<file path="config.mk">
export PLATFORM = sky130hd
export DESIGN_NAME = uart_irq_fifo_line_control
export DESIGN_NICKNAME = d
export VERILOG_FILES = /design/src/rtl/uart_irq_fifo_line_control.v
export VERILOG_INCLUDE_DIRS = /design/src /design/src/rtl
export SDC_FILE = /design/constraint.sdc
export NUM_CORES = 1
export LEC_CHECK = 0
export BUFFER_PORTS_ARGS = -buffer_cell sky130_fd_sc_hd__buf_2
export CORE_MARGIN = 10
export CORE_UTILIZATION = 42
export CTS_CLUSTER_SIZE = 8
export DETAILED_ROUTE_END_ITERATION = 10
export PLACE_DENSITY = 0.74
export SYNTH_ARGS = -nofsm -noshare
export SYNTH_HDL_FRONTEND = slang
export SYNTH_SLANG_ARGS = --single-unit
</file>
<file path="constraint.sdc">
create_clock -name clk -period 3.42 [get_ports clk]
set_clock_uncertainty 0.1 [all_clocks]
set_input_delay 0 -clock clk [delete_from_list [all_inputs] [get_ports clk]]
set_output_delay 0 -clock clk [all_outputs]
set_load 0.01 [all_outputs]
</file>
<file path="src/rtl/uart_ctl_regs.vh">
`ifndef UART_CTL_REGS_VH
`define UART_CTL_REGS_VH
// Byte addresses of the registers on the APB port.
`define ADDR_DATA       12'h000
`define ADDR_ISR_FCR    12'h008
`define ADDR_LCR        12'h00C
`define ADDR_LSR        12'h014
`define ADDR_MSR        12'h018
`define ADDR_STATUS     12'h020
`define ADDR_DIV_LOW    12'h000
`define ADDR_DIV_HIGH   12'h004
`define ADDR_DIV_FRAC   12'h008
// Interrupt status codes, bits 5..0.
`define IRQ_NONE        6'h01
`define IRQ_LINE        6'h06
`define IRQ_RECEIVE_READY_IRQ       6'h04
`define IRQ_TIMEOUT     6'h0C
`define IRQ_TRANSMIT_READY_IRQ       6'h02
`define IRQ_MODEM       6'h00
`define IRQ_XCHAR       6'h10
`define IRQ_FLOWPIN     6'h20
// FIFO control fields.
`define FCR_ENABLE      0
`define FCR_RX_RESET    1
`define FCR_TX_RESET    2
`define FCR_DMA         3
// Line control fields.
`define LCR_PAR_EN      3
`define LCR_PAR_EVEN    4
`define LCR_PAR_FORCE   5
`define LCR_BREAK       6
`define LCR_DIV_SEL     7
`define LCR_RESET       8'h00
// Trigger tables.
`define RX_TRIG_0       6'd8
`define RX_TRIG_1       6'd16
`define RX_TRIG_2       6'd24
`define RX_TRIG_3       6'd28
`define TX_TRIG_0       6'd16
`define TX_TRIG_1       6'd8
`define TX_TRIG_2       6'd24
`define TX_TRIG_3       6'd30
// Receive time-out: four characters plus twelve bits.
`define TIMEOUT_CHARS   4
`define TIMEOUT_BITS    12
`endif

</file>
<file path="src/rtl/uart_irq_fifo_line_control.v">
// How it works
// - line status irq cleared by line status read
// - rx ready pending until count below trigger
// - time-out irq cleared by receive holding read
// - tx ready cleared by status read or write
// - modem irq cleared by modem status read
// - xoff irq cleared by status read or xon
// - special char cleared by read or next char
// - flow pin irqs cleared by modem status read
// - codes for priorities one to four
// - codes for priorities five to seven
// - no pending source reports code 000001
// - bit zero low while any source pending
// - bits 7:6 follow fifo enable
// - receive trigger table 8/16/24/28
// - transmit trigger 16/8/24/30 plus empty
// - rx trigger selected by bits 7:6, tx by bits 5:4
// - dma bit stored, no effect
// - tx fifo reset, self clearing
// - rx fifo reset, self clearing
// - fcr writes with bit zero clear only clear fifo enable
// - lcr bit 7 maps divisor registers
// - lcr bit 6 forces break on line
// - parity enable and odd/even select
// - forced parity mark or space
// - only highest pending source reported
// - time-out after 4 chars plus 12 bits
//
// The placing of the registers and the APB interface to the registers are this design's own decisions.
`timescale 1ns/1ps
`include "uart_ctl_regs.vh"
module uart_irq_fifo_line_control #(
   parameter CHAR_BITS = 10
)(
   input  wire        clk,
   input  wire        arst_n,
   input  wire        psel,
   input  wire        penable,
   input  wire        pwrite,
   input  wire [11:0] paddr,
   input  wire [31:0] pwdata,
   output reg  [31:0] prdata,
   output reg         pready,
   output reg         pslverr,
   input  wire [5:0]  rxCount,
   input  wire [5:0]  txCount,
   input  wire        bitTick,
   input  wire        rxActivity,
   input  wire        lineErrEvent,
   input  wire        modemDeltaEvent,
   input  wire        flowPinEvent,
   input  wire        xoffEvent,
   input  wire        xonEvent,
   input  wire        specialCharEvent,
   input  wire        charReceived,
   input  wire        txSerialIn,
   input  wire [7:0]  lineStatusIn,
   input  wire [7:0]  modemStatusIn,
   input  wire [7:0]  rxDataIn,
   output reg         txLine,
   output reg         rxFifoReset,
   output reg         txFifoReset,
   output reg         fifoEnable,
   output reg         dmaMode,
   output reg  [5:0]  rxTrigger,
   output reg  [5:0]  txTrigger,
   output reg         parityEnable,
   output reg         parityEven,
   output reg         parityForce,
   output reg         parityForcedValue,
   output reg         thrWriteStrobe,
   output reg  [7:0]  thrData,
   output reg  [7:0]  divisorLow,
   output reg  [7:0]  divisorHigh,
   output reg  [7:0]  divisorFraction,
   output reg         irqPending
);

   // Bit times of silence before a waiting character raises the time-out.
   // The count is in bit ticks, so the character length must match CHAR_BITS.

   localparam [15:0] TIMEOUT_TICKS = `TIMEOUT_CHARS * CHAR_BITS + `TIMEOUT_BITS;


   ////////////////////////////////////////////////////////////////////////////////
   // Bus decode. Every access completes with no wait state.

   // Read data is captured in the setup cycle and presented with pready;
   // side effects of a read act at the access edge only, once per transfer.

   wire        access   = psel && penable;
   wire        wrAcc    = access && pwrite;
   wire        rdAcc    = access && !pwrite;
   wire        rdSetup  = psel && !penable && !pwrite;

   reg  [7:0]  line_control_reg;
   wire        divSel   = line_control_reg[`LCR_DIV_SEL];

   // Address hits. The data and status offsets are shared with the divisor
   // latches, so most strobes below are gated by the divisor select.

   wire        hitData  = paddr == `ADDR_DATA;
   wire        hitHigh  = paddr == `ADDR_DIV_HIGH;
   wire        hitIsr   = paddr == `ADDR_ISR_FCR;
   wire        hitLcr   = paddr == `ADDR_LCR;
   wire        hitLsr   = paddr == `ADDR_LSR;
   wire        hitMsr   = paddr == `ADDR_MSR;
   wire        hitStat  = paddr == `ADDR_STATUS;
   wire        mapped   = hitData || hitHigh || hitIsr || hitLcr || hitLsr || hitMsr || hitStat;

   // Strobes that clear interrupt sources or load data.

   wire        thrWrite = wrAcc && hitData && !divSel;
   wire        rhrRead  = rdAcc && hitData && !divSel;
   wire        isrRead  = rdAcc && hitIsr && !divSel;
   wire        lsrRead  = rdAcc && hitLsr;
   wire        msrRead  = rdAcc && hitMsr;
   wire        fcrWrite = wrAcc && hitIsr && !divSel && pwdata[`FCR_ENABLE];

   ////////////////////////////////////////////////////////////////////////////////
   // Sticky interrupt sources. A set in the same cycle as its clear wins.

   reg         lineIrq_reg;
   reg         timeoutIrq_reg;
   reg         txIrq_reg;
   reg         modemIrq_reg;
   reg         xoffIrq_reg;
   reg         specialIrq_reg;
   reg         flowIrq_reg;
   reg         specialWait_reg;
   reg         txAbove_reg;
   reg         txWasFull_reg;
   reg  [15:0] idleCount_reg;
   reg  [5:0]  isrCode;

   // Receive ready is a level, not a latch: it drops by itself once host
   // reads bring the count below the trigger.

   wire        rxIrq    = fifoEnable ? (rxCount >= rxTrigger) : (rxCount != 6'd0);

   wire        txBelow  = fifoEnable ? (txCount < txTrigger) : (txCount == 6'd0);

   wire        txEmpty  = txCount == 6'd0;

   // Transmit ready event: crossing below the trigger, or emptying without a crossing.
   // Without the history bit an idle empty FIFO would raise it again after every clear.

   wire        txEvent  = (txAbove_reg && txBelow) || (txEmpty && !txAbove_reg && !txIrq_reg
                          && txWasFull_reg);

   always @(posedge clk or negedge arst_n)
   begin
      if (!arst_n)
      begin
         lineIrq_reg     <= 1'b0;
         timeoutIrq_reg  <= 1'b0;
         txIrq_reg       <= 1'b0;
         modemIrq_reg    <= 1'b0;
         xoffIrq_reg     <= 1'b0;
         specialIrq_reg  <= 1'b0;
         flowIrq_reg     <= 1'b0;
         specialWait_reg <= 1'b0;
         txAbove_reg     <= 1'b0;
         txWasFull_reg   <= 1'b0;
         idleCount_reg   <= 16'h0000;
      end
      else
      begin
         lineIrq_reg   <= lineErrEvent || (lineIrq_reg && !lsrRead);

         modemIrq_reg  <= modemDeltaEvent || (modemIrq_reg && !msrRead);

         flowIrq_reg   <= flowPinEvent || (flowIrq_reg && !msrRead);

         xoffIrq_reg   <= xoffEvent || (xoffIrq_reg && !isrRead && !xonEvent);

         // The special character itself is not the "next" character.
         specialIrq_reg  <= specialCharEvent ||
                            (specialIrq_reg && !isrRead && !(charReceived && specialWait_reg));
         specialWait_reg <= specialCharEvent ? 1'b0 :
                            (specialIrq_reg ? 1'b1 : 1'b0);

         txIrq_reg     <= txEvent || (txIrq_reg && !isrRead && !thrWrite);

         txAbove_reg   <= fifoEnable && !txBelow;

         txWasFull_reg <= txEmpty ? 1'b0 : 1'b1;

         // Time-out counts bit times of silence while data waits.
         // The counter saturates so that a stalled host sees one event only.
         if (rxCount == 6'd0 || rxActivity || rhrRead)
            idleCount_reg <= 16'h0000;
         else if (bitTick && idleCount_reg != TIMEOUT_TICKS)
            idleCount_reg <= idleCount_reg + 16'h0001;

         timeoutIrq_reg <= (bitTick && idleCount_reg == TIMEOUT_TICKS - 16'h0001
                            && rxCount != 6'd0 && !rxActivity)
                           || (timeoutIrq_reg && !rhrRead);
      end
   end

   ////////////////////////////////////////////////////////////////////////////////
   // Priority encoder: only the highest pending source is visible.

   always @*
   begin
      if (lineIrq_reg)
         isrCode = `IRQ_LINE;
      else if (rxIrq)
         isrCode = `IRQ_RECEIVE_READY_IRQ;
      else if (timeoutIrq_reg)
         isrCode = `IRQ_TIMEOUT;
      else if (txIrq_reg)
         isrCode = `IRQ_TRANSMIT_READY_IRQ;
      else if (modemIrq_reg)
         isrCode = `IRQ_MODEM;
      else if (xoffIrq_reg || specialIrq_reg)
         isrCode = `IRQ_XCHAR;
      else if (flowIrq_reg)
         isrCode = `IRQ_FLOWPIN;
      else
         isrCode = `IRQ_NONE;
   end

   ////////////////////////////////////////////////////////////////////////////////
   // Control registers and bus answer.

   always @(posedge clk or negedge arst_n)
   begin
      if (!arst_n)
      begin
         line_control_reg  <= `LCR_RESET;
         fifoEnable        <= 1'b0;
         dmaMode           <= 1'b0;
         rxTrigger         <= `RX_TRIG_0;
         txTrigger         <= `TX_TRIG_0;
         rxFifoReset       <= 1'b0;
         txFifoReset       <= 1'b0;
         divisorLow        <= 8'h00;
         divisorHigh       <= 8'h00;
         divisorFraction   <= 8'h00;
         thrWriteStrobe    <= 1'b0;
         thrData           <= 8'h00;
         prdata            <= 32'h0000_0000;
         pready            <= 1'b0;
         pslverr           <= 1'b0;
         txLine            <= 1'b1;
         parityEnable      <= 1'b0;
         parityEven        <= 1'b0;
         parityForce       <= 1'b0;
         parityForcedValue <= 1'b1;
         irqPending        <= 1'b0;
      end
      else
      begin
         // Every access answers in its first access cycle.
         pready         <= psel && !penable;

         pslverr        <= psel && !penable && !mapped;

         thrWriteStrobe <= thrWrite && pready;

         // Reset pulses last exactly one cycle after the write.
         rxFifoReset    <= fcrWrite && pready && fifoEnable && pwdata[`FCR_RX_RESET];

         txFifoReset    <= fcrWrite && pready && fifoEnable && pwdata[`FCR_TX_RESET];

         if (thrWrite && pready)
            thrData <= pwdata[7:0];

         if (fcrWrite && pready)
         begin
            fifoEnable <= 1'b1;
            dmaMode    <= pwdata[`FCR_DMA];
            // Each direction has its own selection: bits 7:6 for receive, 5:4 for transmit.
            case (pwdata[7:6])
               2'b00:   rxTrigger <= `RX_TRIG_0;
               2'b01:   rxTrigger <= `RX_TRIG_1;
               2'b10:   rxTrigger <= `RX_TRIG_2;
               default: rxTrigger <= `RX_TRIG_3;
            endcase
            case (pwdata[5:4])
               2'b00:   txTrigger <= `TX_TRIG_0;
               2'b01:   txTrigger <= `TX_TRIG_1;
               2'b10:   txTrigger <= `TX_TRIG_2;
               default: txTrigger <= `TX_TRIG_3;
            endcase
         end
         else if (wrAcc && pready && hitIsr && !divSel)
            fifoEnable <= 1'b0;

         if (wrAcc && pready && hitLcr)
            line_control_reg <= pwdata[7:0];

         if (wrAcc && pready && divSel)
         begin
            if (hitData)
               divisorLow <= pwdata[7:0];
            if (hitHigh)
               divisorHigh <= pwdata[7:0];
            if (hitIsr)
               divisorFraction <= pwdata[7:0];
         end
         // Read data stands for the access cycle only and is zero otherwise.
         prdata <= 32'h0000_0000;

         if (rdSetup)
         begin

            if (hitData)
            begin
               prdata <= {24'h00_0000, divSel ? divisorLow : rxDataIn};
            end

            else if (hitHigh && divSel)
            begin
               prdata <= {24'h00_0000, divisorHigh};
            end

            else if (hitIsr)
            begin
               // The code is snapshot here; a later source waits for the next read, but tx ready, xoff and special char set in the setup cycle are lost.
               prdata <= {24'h00_0000, divSel ? divisorFraction
                          : {{2{fifoEnable}}, isrCode}};
            end

            else if (hitLcr)
            begin
               prdata <= {24'h00_0000, line_control_reg};
            end

            else if (hitLsr)
            begin
               prdata <= {24'h00_0000, lineStatusIn};
            end

            else if (hitMsr)
            begin
               prdata <= {24'h00_0000, modemStatusIn};
            end

            else if (hitStat)
            begin
               prdata <= {25'h000_0000, lineIrq_reg, timeoutIrq_reg, txIrq_reg,
                          modemIrq_reg, xoffIrq_reg, specialIrq_reg, flowIrq_reg};
            end

         end

         // Line format outputs follow the control register one cycle later.

         txLine            <= line_control_reg[`LCR_BREAK] ? 1'b0 : txSerialIn;

         parityEnable      <= line_control_reg[`LCR_PAR_EN];

         parityEven        <= line_control_reg[`LCR_PAR_EVEN];

         parityForce       <= line_control_reg[`LCR_PAR_EN] && line_control_reg[`LCR_PAR_FORCE];

         parityForcedValue <= !line_control_reg[`LCR_PAR_EVEN];

         irqPending        <= isrCode != `IRQ_NONE;

      end
   end

endmodule

</file>
==> results.tsv, run 1 <==
metric	value	unit
initial antenna violation count	0	
EDFF count, synth	0	
M1 GR Usage	24.8	%
number of max-slew violations in the final report	0	
critical path's slowest cell	dfstp_2	
top post-synthesis cells by area	dfrtp_1, mux2_2, buf_4	
synthesized instance count	484	
Max Freq	363	MHz
share of layout cells above drive strength 1	32.9	%
ys async rst share	100	%
die area	0.0165	mm2
Iteration-0 DRC Markers	263	
vias per cell	5.42	
clock buffer count from CTS	9	
drt drc	0	
Final #Nets	763	
largest net degree at the start of global routing	63	
CP cell instances	inv_1, ha_1, nor4bb_1, or4_1, o221ai_1, a41oi_1, a2111oi_0	
vias in the first global route	4605	
status	completed	
Total Neg Setup Slack	0	ps
number of synthesized register bits	93	
Worst Path Max Fanout	7	
Design Power	2.37	mW
kind of critical path	register to register	
Net Sw Frac	24.5	%
met3 usage	5.38	%
Critical Path RT	3510	ps
I/O pins	184	
Pint	1.79	mW
Worst-Margin Slew	886	ps
Fin Hold WS	15.3	ps
CTS H-Tree Depth	3	
Yosys cell types	63	
die width	128	um
PostCTS Resize Cnt	0	
first-pass GRT wire length	25.6	mm
pre-CTS WS	712	ps
clock buffer depth	2	
Area Overhead vs Synth	28.9	%
GRT busiest layer	met2	
leakage	3.07	nW
fin crit share	80.5	%
# fillers	1018	
hold crit path type	input pin to register	
Synth top area share	45.2	%
Synth Flop Type	dfrtp_1	
HPWL reported at the end of detailed placement	12.3	mm
via count of the routed design	4382	
count of final hold-check violations	0	
slowest stage delay, CP	530	ps
commonest cells in the netlist	dfrtp_1, mux2_2, nand2_1	
std cell rows	39	
maximum VDD drop	0.000255	V
Combinational Power Share	8.9	%
antenna cells	0	
setup violation total in the final timing report	0	
core area	0.0115	mm2
RSZ-0062 raised after global routing	no	
fin cells	808	
average wire per standard cell	19.9	um
die height	128	um
Sink Count	93	
Top delay family on crit path	compound AO/OA/AOI/OAI gates	
crit path buf inv count	1	
Worst EP arrival	2850	ps
Seq/Total Area, Yosys	47.3	%
Inst Count DP	758	
Final min period	2750	ps
Cell Area, Synth	0.00493	mm2
DRT Pass-1 Iters	4	
gr usage total	19.5	%
Slew Limit Headroom	41.0	%
final core occ	55.4	%
fin worst setup slack	666	ps
Starting Density	43.0	%
clock network power share	43.6	%
port bufs	130	
RePlAce Congestion	0.911	
number of flip-flops in the largest register	16	
Pwr Density	373	mW/mm2
placed instance area	0.00570	mm2
MaxCap Viol Count	0	
dominant cell type by area after synthesis	dfrtp_1	
clock root buffer	clkbuf_16	
final instance area	0.00635	mm2
Global Route met2 Usage	31.3	%
Seq pwr share	47.4	%
most used standard cell by instance count after synthesis	dfrtp_1	
crit path launch type	register	
WL final	16.1	mm
Avg Cell Area, Syn	10.2	um2
CTS tree	done	
final global-route overflow total	0	
Worst Setup End Kind	register	
Psw	0.581	mW
worst skew pair latency	350	ps
Yosys warning count	0	
Final ANT Viol Nets	0	
Clk pin slew, worst setup/hold paths	70	ps
## metal layers
metal / part of all wire [%] / routed length [um]
met5: 0 / 0
met4: 1.9 / 307
met3: 9.5 / 1520
met2: 47 / 7560
met1: 42 / 6670
## worst register-to-register path, stage by stage, from the launching register on
cell       delay (ps)
dfstp_2           530
inv_1              50
ha_1              280
nor4bb_1          130
or4_1             500
o221ai_1          320
a41oi_1           210
a2111oi_0         480
## layout by cell type, fill, tap and decap left out, drive strengths merged, types with 3 or more instances in the layout
cell type,count
buf,144
dfrtp,89
mux2,42
nand2,40
nor2,40
dlygate4sd3,34
conb,29
a21oi,26
inv,20
o21ai,15
nor3,13
nand3,12
nor2b,11
clkbuf,10
mux2i,8
xor2,8
ha,8
nor4,8
nand4,7
nor3b,6
and3,6
a31oi,6
nand2b,6
xnor2,6
and2,5
or3,4
a211oi,4
a21o,4
dfstp,4
a32oi,3
a221oi,3
a311oi,3
a22oi,3
clkinvlp,3
or3b,3
or4,3
## path summary, 6_finish.rpt
kind                       slack [ps]                end                 from  depth (start not counted)
setup / recovery                  670          prdata[5]         rxTrigger[3]                          7
hold / removal                     20          prdata[7]     modemStatusIn[7]                          3
setup reg to reg                  670          prdata[5]         rxTrigger[3]                          7
hold reg to reg                   310         parityEven  line_control_reg[4]                          0
max in group asynchronous        2070  parityForcedValue               arst_n                          3
min in group asynchronous         180  idleCount_reg[10]               arst_n                          2
## power groups by stage
stage / Sequential, mW / Combinational, mW / Clock (mW)
after floorplan: 1.14 / 0.0972 / 0
final: 1.12 / 0.212 / 1.04
after global placement: 1.14 / 0.175 / 0
after detailed placement: 1.14 / 0.180 / 0
after CTS: 1.12 / 0.211 / 1.06
after global routing: 1.12 / 0.237 / 1.10
## cell families (layout without fill, tap and decap cells)
kind of cell / Yosys count / count (layout) / share of synthesized area [%]
buffers and inverters: 59 / 212 / 6.83
xor gates and xnor gates: 14 / 14 / 2.49
muxes: 50 / 50 / 11.2
and+or+nand+nor: 171 / 171 / 18.2
other: 1 / 29 / 0.0761
DFF: 93 / 93 / 47.3
adders and majority gates: 8 / 8 / 2.03
AOI/OAI and AO/OA: 88 / 88 / 11.9
## timing repair
action,CTS,global route
buffers inserted,0,0
endpoints found under the hold margin,127,0
hold buffers,34,0
## layout make-up
| cell class | instances | area [um2] | area share (%) |
|---|---|---|---|
| clock buffer | 10 | 239 | 3.76 |
| clock inverter | 6 | 70.1 | 1.10 |
| inverter | 18 | 67.6 | 1.06 |
| multi-input combinational | 360 | 2360 | 37.2 |
| sequential | 93 | 2330 | 36.7 |
| tap | 143 | 179 | 2.82 |
| timing repair buffer | 178 | 1100 | 17.3 |
No activity file was read; power rests on OpenSTA's default activity.
==> run 2, diff against run 1 <==
==> constraint.sdc (replaced) <==
create_clock -name clk -period 2.65 [get_ports clk]
set_clock_uncertainty 0.1 [all_clocks]
set_input_delay 0 -clock clk [delete_from_list [all_inputs] [get_ports clk]]
set_output_delay 0 -clock clk [all_outputs]
set_load 0.01 [all_outputs]
==> results.tsv, run 2 (synthesis results as in run 1) <==
metric	value	unit
Design Power	3.21	mW
GRT busiest layer	met2	
hold_sp	rxDataIn[1]	
Worst Path Max Fanout	7	
initial antenna violation count	0	
final global-route overflow total	0	
gr usage total	19.6	%
Final #Nets	768	
Worst EP arrival	2660	ps
RePlAce Congestion	0.979	
Critical Path RT	2760	ps
status	complete, but fails checks	
die height	128	um
Starting Density	43.0	%
Global Route met2 Usage	32.2	%
Iteration-0 DRC Markers	336	
Area Overhead vs Synth	30.4	%
Clk pin slew, worst setup/hold paths	70	ps
maximum VDD drop	0.000293	V
MaxCap Viol Count	0	
Fin Hold WS	-8.20	ps
Worst-Margin Slew	627	ps
std cell rows	39	
failing checks	hold timing	
die area	0.0165	mm2
core area	0.0115	mm2
die width	128	um
commonest non-fill, non-tap cell in the layout	buf_2	
slowest stage delay, CP	530	ps
fin worst setup slack	99.2	ps
WL final	16.2	mm
Worst R2R End	prdata[5]	
WHS Path Cells	4	
first-pass GRT wire length	25.7	mm
Pwr Density	499	mW/mm2
clock buffer count from CTS	9	
number of flip-flops in the largest register	16	
Top delay family on crit path	compound AO/OA/AOI/OAI gates	
Reg2Reg Depth	7	
final instance area	0.00643	mm2
final core occ	56.1	%
Worst Setup End Kind	register	
# fillers	1008	
hold path endpoint	prdata[1]	
R2R Setup Slk	100	ps
number of max-slew violations in the final report	0	
fin crit share	96.3	%
kind of critical path	register to register	
DRT Pass-1 Iters	5	
crit path buf inv count	1	
Final min period	2550	ps
count of final hold-check violations	1	
Slew Limit Headroom	58.2	%
Max Freq	392	MHz
Final ANT Viol Nets	0	
drt drc	0	
crit path launch type	register	
antenna cells	0	
pre-CTS WS	-16.3	ps
port bufs	130	
CTS H-Tree Depth	3	
CTS tree	done	
HPWL reported at the end of detailed placement	12.4	mm
vias in the first global route	4661	
RSZ-0062 raised after global routing	no	
met3 usage	5.33	%
I/O pins	184	
leakage	3.13	nW
CP cell instances	inv_1, ha_1, nor4bb_1, or4_1, o221ai_2, a41oi_1, a2111oi_0	
via count of the routed design	4408	
share of layout cells above drive strength 1	33.3	%
placed instance area	0.00574	mm2
hold crit path type	input pin to register	
worst skew pair latency	340	ps
largest net degree at the start of global routing	52	
critical path's slowest cell	dfstp_2	
most frequent cells in the layout	buf_2, dfrtp_1, mux2_2	
setup violation total in the final timing report	0	
M1 GR Usage	24.4	%
vias per cell	5.42	
Reg2Reg Launch Point	rxTrigger[3]	
clock buffer depth	2	
clock root buffer	clkbuf_16	
average wire per standard cell	20.0	um
Sink Count	93	
run 2: cell types whose count changed in the layout (fill, tap and decap cells not counted), sizes merged:
cell / before / now
bufinv: 1 / 3
inv: 20 / 18
buf: 144 / 149
clkinv: 0 / 1
clkinvlp: 3 / 0
clkbuf: 10 / 12
run 2: repair_timing:
action                                  in CTS  in global routing
setup buffers                                0                  0
endpoints found under the hold margin      116                  0
hold buffers                                34                  0
endpoints found under the setup margin       1                  0
gates resized for setup                      1                  0
run 2: per-stage QoR:
stage | hold slack, ps | std cells | TNS, ps
after floorplan | -396 | 512 | 0
after global placement | -40.4 | 763 | 0
after detailed placement | -37.0 | 763 | -16.3
after CTS | 0.481 | 813 | 0
after global routing | 56.0 | 813 | 0
final | -8.20 | 813 | 0
run 2: where the power goes:
part | internal, mW | total [mW] | switching (mW)
Combinational | 0.116 | 0.275 | 0.158
Sequential | 1.43 | 1.45 | 0.0182
Clock | 0.947 | 1.48 | 0.535
run 2: cell type report:
type,count,area [um2],area share [%]
clock inverter,4,95.1,1.48
sequential,93,2330,36.3
clock buffer,12,246,3.83
timing repair buffer,183,1140,17.7
tap,143,179,2.78
inverter,18,67.6,1.05
multi-input combinational,360,2370,36.9
run 2: layer usage:
| metal | up-vias | share of wire, % |
|---|---|---|
| li1 | 2047 | - |
| met1 | 2140 | 42 |
| met2 | 189 | 47 |
| met3 | 32 | 8.2 |
| met4 | 0 | 2.2 |
| met5 | - | 0 |
run 2: worst max path at each step:
stage	depth (start not counted)	slack, ps	end	from
5_1_grt	7	40	prdata[5]	rxTrigger[3]
3_5_place_dp	7	-20	prdata[5]	rxTrigger[3]
4_1_cts	7	100	prdata[5]	rxTrigger[3]
2_1_floorplan	8	280	prdata[3]	rxTrigger[3]
3_3_place_gp	8	110	prdata[3]	rxTrigger[3]
6_report	7	100	prdata[5]	rxTrigger[3]
run 2: worst min-delay path: stages:
cell     delay [ps]
buf_2            70
mux2i_1          60
a21oi_1         120
and3_1          150
==> run 3, diff against run 2 <==
--- a/config.mk
+++ b/config.mk
@@ -6,12 +6,13 @@
 export SDC_FILE = /design/constraint.sdc
 export NUM_CORES = 1
 export LEC_CHECK = 0
+export ABC_AREA = 1
 export BUFFER_PORTS_ARGS = -buffer_cell sky130_fd_sc_hd__buf_2
 export CORE_MARGIN = 10
 export CORE_UTILIZATION = 42
 export CTS_CLUSTER_SIZE = 8
 export DETAILED_ROUTE_END_ITERATION = 10
-export PLACE_DENSITY = 0.74
+export PLACE_DENSITY = 0.73
 export SYNTH_ARGS = -nofsm -noshare
 export SYNTH_HDL_FRONTEND = slang
 export SYNTH_SLANG_ARGS = --single-unit
==> results.tsv, run 3 <==
metric	value	unit
via count of the routed design	4970	
gr usage total	17.8	%
most frequent cells in the layout	nand2_1, buf_2, dfrtp_1	
Synth Flop Type	dfrtp_1	
Synth top area share	42.2	%
Seq/Total Area, Yosys	44.1	%
first-pass GRT wire length	25.4	mm
top post-synthesis cells by area	dfrtp_1, nand2_1, inv_1	
CP cell instances	dlygate4sd3_1, buf_2, and3_1, nand2_1, inv_1, nand3_2, nor2_2, nand3_1, dlygate4sd3_1, o21ai_0	
RSZ-0062 raised after global routing	no	
Area Overhead vs Synth	24.3	%
DRT Pass-1 Iters	5	
Total Neg Setup Slack	0	ps
drt drc	0	
number of synthesized register bits	93	
final global-route overflow total	0	
die height	132	um
MaxCap Viol Count	0	
count of final hold-check violations	0	
Worst Setup End Kind	register	
maximum VDD drop	0.000401	V
kind of critical path	input pin to register	
commonest non-fill, non-tap cell in the layout	nand2_1	
clock buffer count from CTS	9	
number of flip-flops in the largest register	16	
Pwr Density	464	mW/mm2
HPWL reported at the end of detailed placement	12.4	mm
leakage	3.50	nW
CTS tree	done	
clock buffer depth	2	
setup violation total in the final timing report	0	
pre-CTS WS	581	ps
port bufs	130	
largest net degree at the start of global routing	55	
antenna cells	0	
PostCTS Resize Cnt	0	
crit path launch type	input pin	
Inst Count DP	962	
R2R Setup Slk	490	ps
Design Power	3.05	mW
ys async rst share	100	%
WL final	16.1	mm
Starting Density	43.4	%
Final min period	2250	ps
Iteration-0 DRC Markers	464	
Yosys warning count	0	
clock root buffer	clkbuf_16	
most used standard cell by instance count after synthesis	nand2_1	
final core occ	54.0	%
# fillers	1196	
Avg Cell Area, Syn	7.79	um2
Yosys cell types	41	
fin worst setup slack	401	ps
EDFF count, synth	0	
hold crit path type	input pin to register	
Max Freq	445	MHz
status	completed	
crit path buf inv count	4	
core area	0.0122	mm2
synthesized instance count	678	
Top delay family on crit path	buffers and inverters	
number of max-slew violations in the final report	0	
fin crit share	84.9	%
die area	0.0175	mm2
Final #Nets	935	
Worst-Margin Slew	528	ps
std cell rows	40	
vias in the first global route	4851	
Final ANT Viol Nets	0	
worst skew pair latency	340	ps
commonest cells in the netlist	nand2_1, dfrtp_1, inv_1	
critical path's slowest cell	dlygate4sd3_1	
slowest stage delay, CP	580	ps
Sink Count	93	
Cell Area, Synth	0.00528	mm2
Worst EP arrival	2400	ps
CTS H-Tree Depth	3	
fin cells	1005	
die width	132	um
Clk pin slew, worst setup/hold paths	60	ps
share of layout cells above drive strength 1	23.2	%
RePlAce Congestion	0.906	
Critical Path RT	2800	ps
vias per cell	4.95	
initial antenna violation count	0	
Worst Path Max Fanout	11	
Slew Limit Headroom	64.5	%
dominant cell type by area after synthesis	dfrtp_1	
I/O pins	184	
critical path's most frequent cell	dlygate4sd3_1	
average wire per standard cell	16.0	um
run 3: cell type report:
| class | count | area, um2 | share of cell area (%) |
|---|---|---|---|
| multi-input combinational | 473 | 2390 | 36.4 |
| sequential | 93 | 2330 | 35.5 |
| timing repair buffer | 161 | 966 | 14.7 |
| inverter | 94 | 359 | 5.47 |
| clock buffer | 12 | 256 | 3.90 |
| tap | 168 | 210 | 3.20 |
| clock inverter | 4 | 55.1 | 0.838 |
run 3: what timing repair did:
item	in CTS	in global routing
setup buffers	0	0
hold buffers	27	0
endpoints found under the hold margin	76	0
run 3: logic make-up after synthesis:
logic type	after synthesis	share of synthesized area, %
flip-flops	93	44.1
other	1	0.0710
XOR/XNOR	8	1.33
AND/OR/NAND/NOR	322	29.1
buffers and inverters	140	12.6
AO/OA/AOI/OAI	106	10.8
adder cells (fa/ha/maj)	8	1.89
run 3: per-stage QoR:
stage | hold slack, ps | area [um2]
final | 1.16 | 6570
after global routing | 40.0 | 6570
after CTS | 6.23 | 6570
after detailed placement | -75.9 | 5990
after global placement | -73.4 | 5990
after floorplan | -396 | 5390
run 3: power breakdown:
part           switching, mW  internal (mW)
clock                  0.542          0.788
sequential            0.0151           1.43
combinational          0.167         0.0996
run 3: worst min-delay path, delay by kind of cell:
family / cells / cell delay [ps]
buffers and inverters: 2 / 210
AO/OA/AOI/OAI: 1 / 180
run 3: final timing paths:
kind,to,start,cells after the start
max reg2reg,txTrigger[2],pready,7
min in group asynchronous,idleCount_reg[4],arst_n,2
max,txTrigger[2],pwrite,10
max in group asynchronous,rxTrigger[3],arst_n,3
min,divisorHigh[1],pwdata[1],3
min reg2reg,parityEnable,line_control_reg[3],0
run 3: routing by layer:
layer / global-route usage [%] / wire length, um / share of wire (%)
met3: 4.31 / 1270 / 7.9
met5: 0 / 0 / 0
met4: 5.50 / 296 / 1.8
met1: 22.5 / 6930 / 43
met2: 29.0 / 7630 / 47
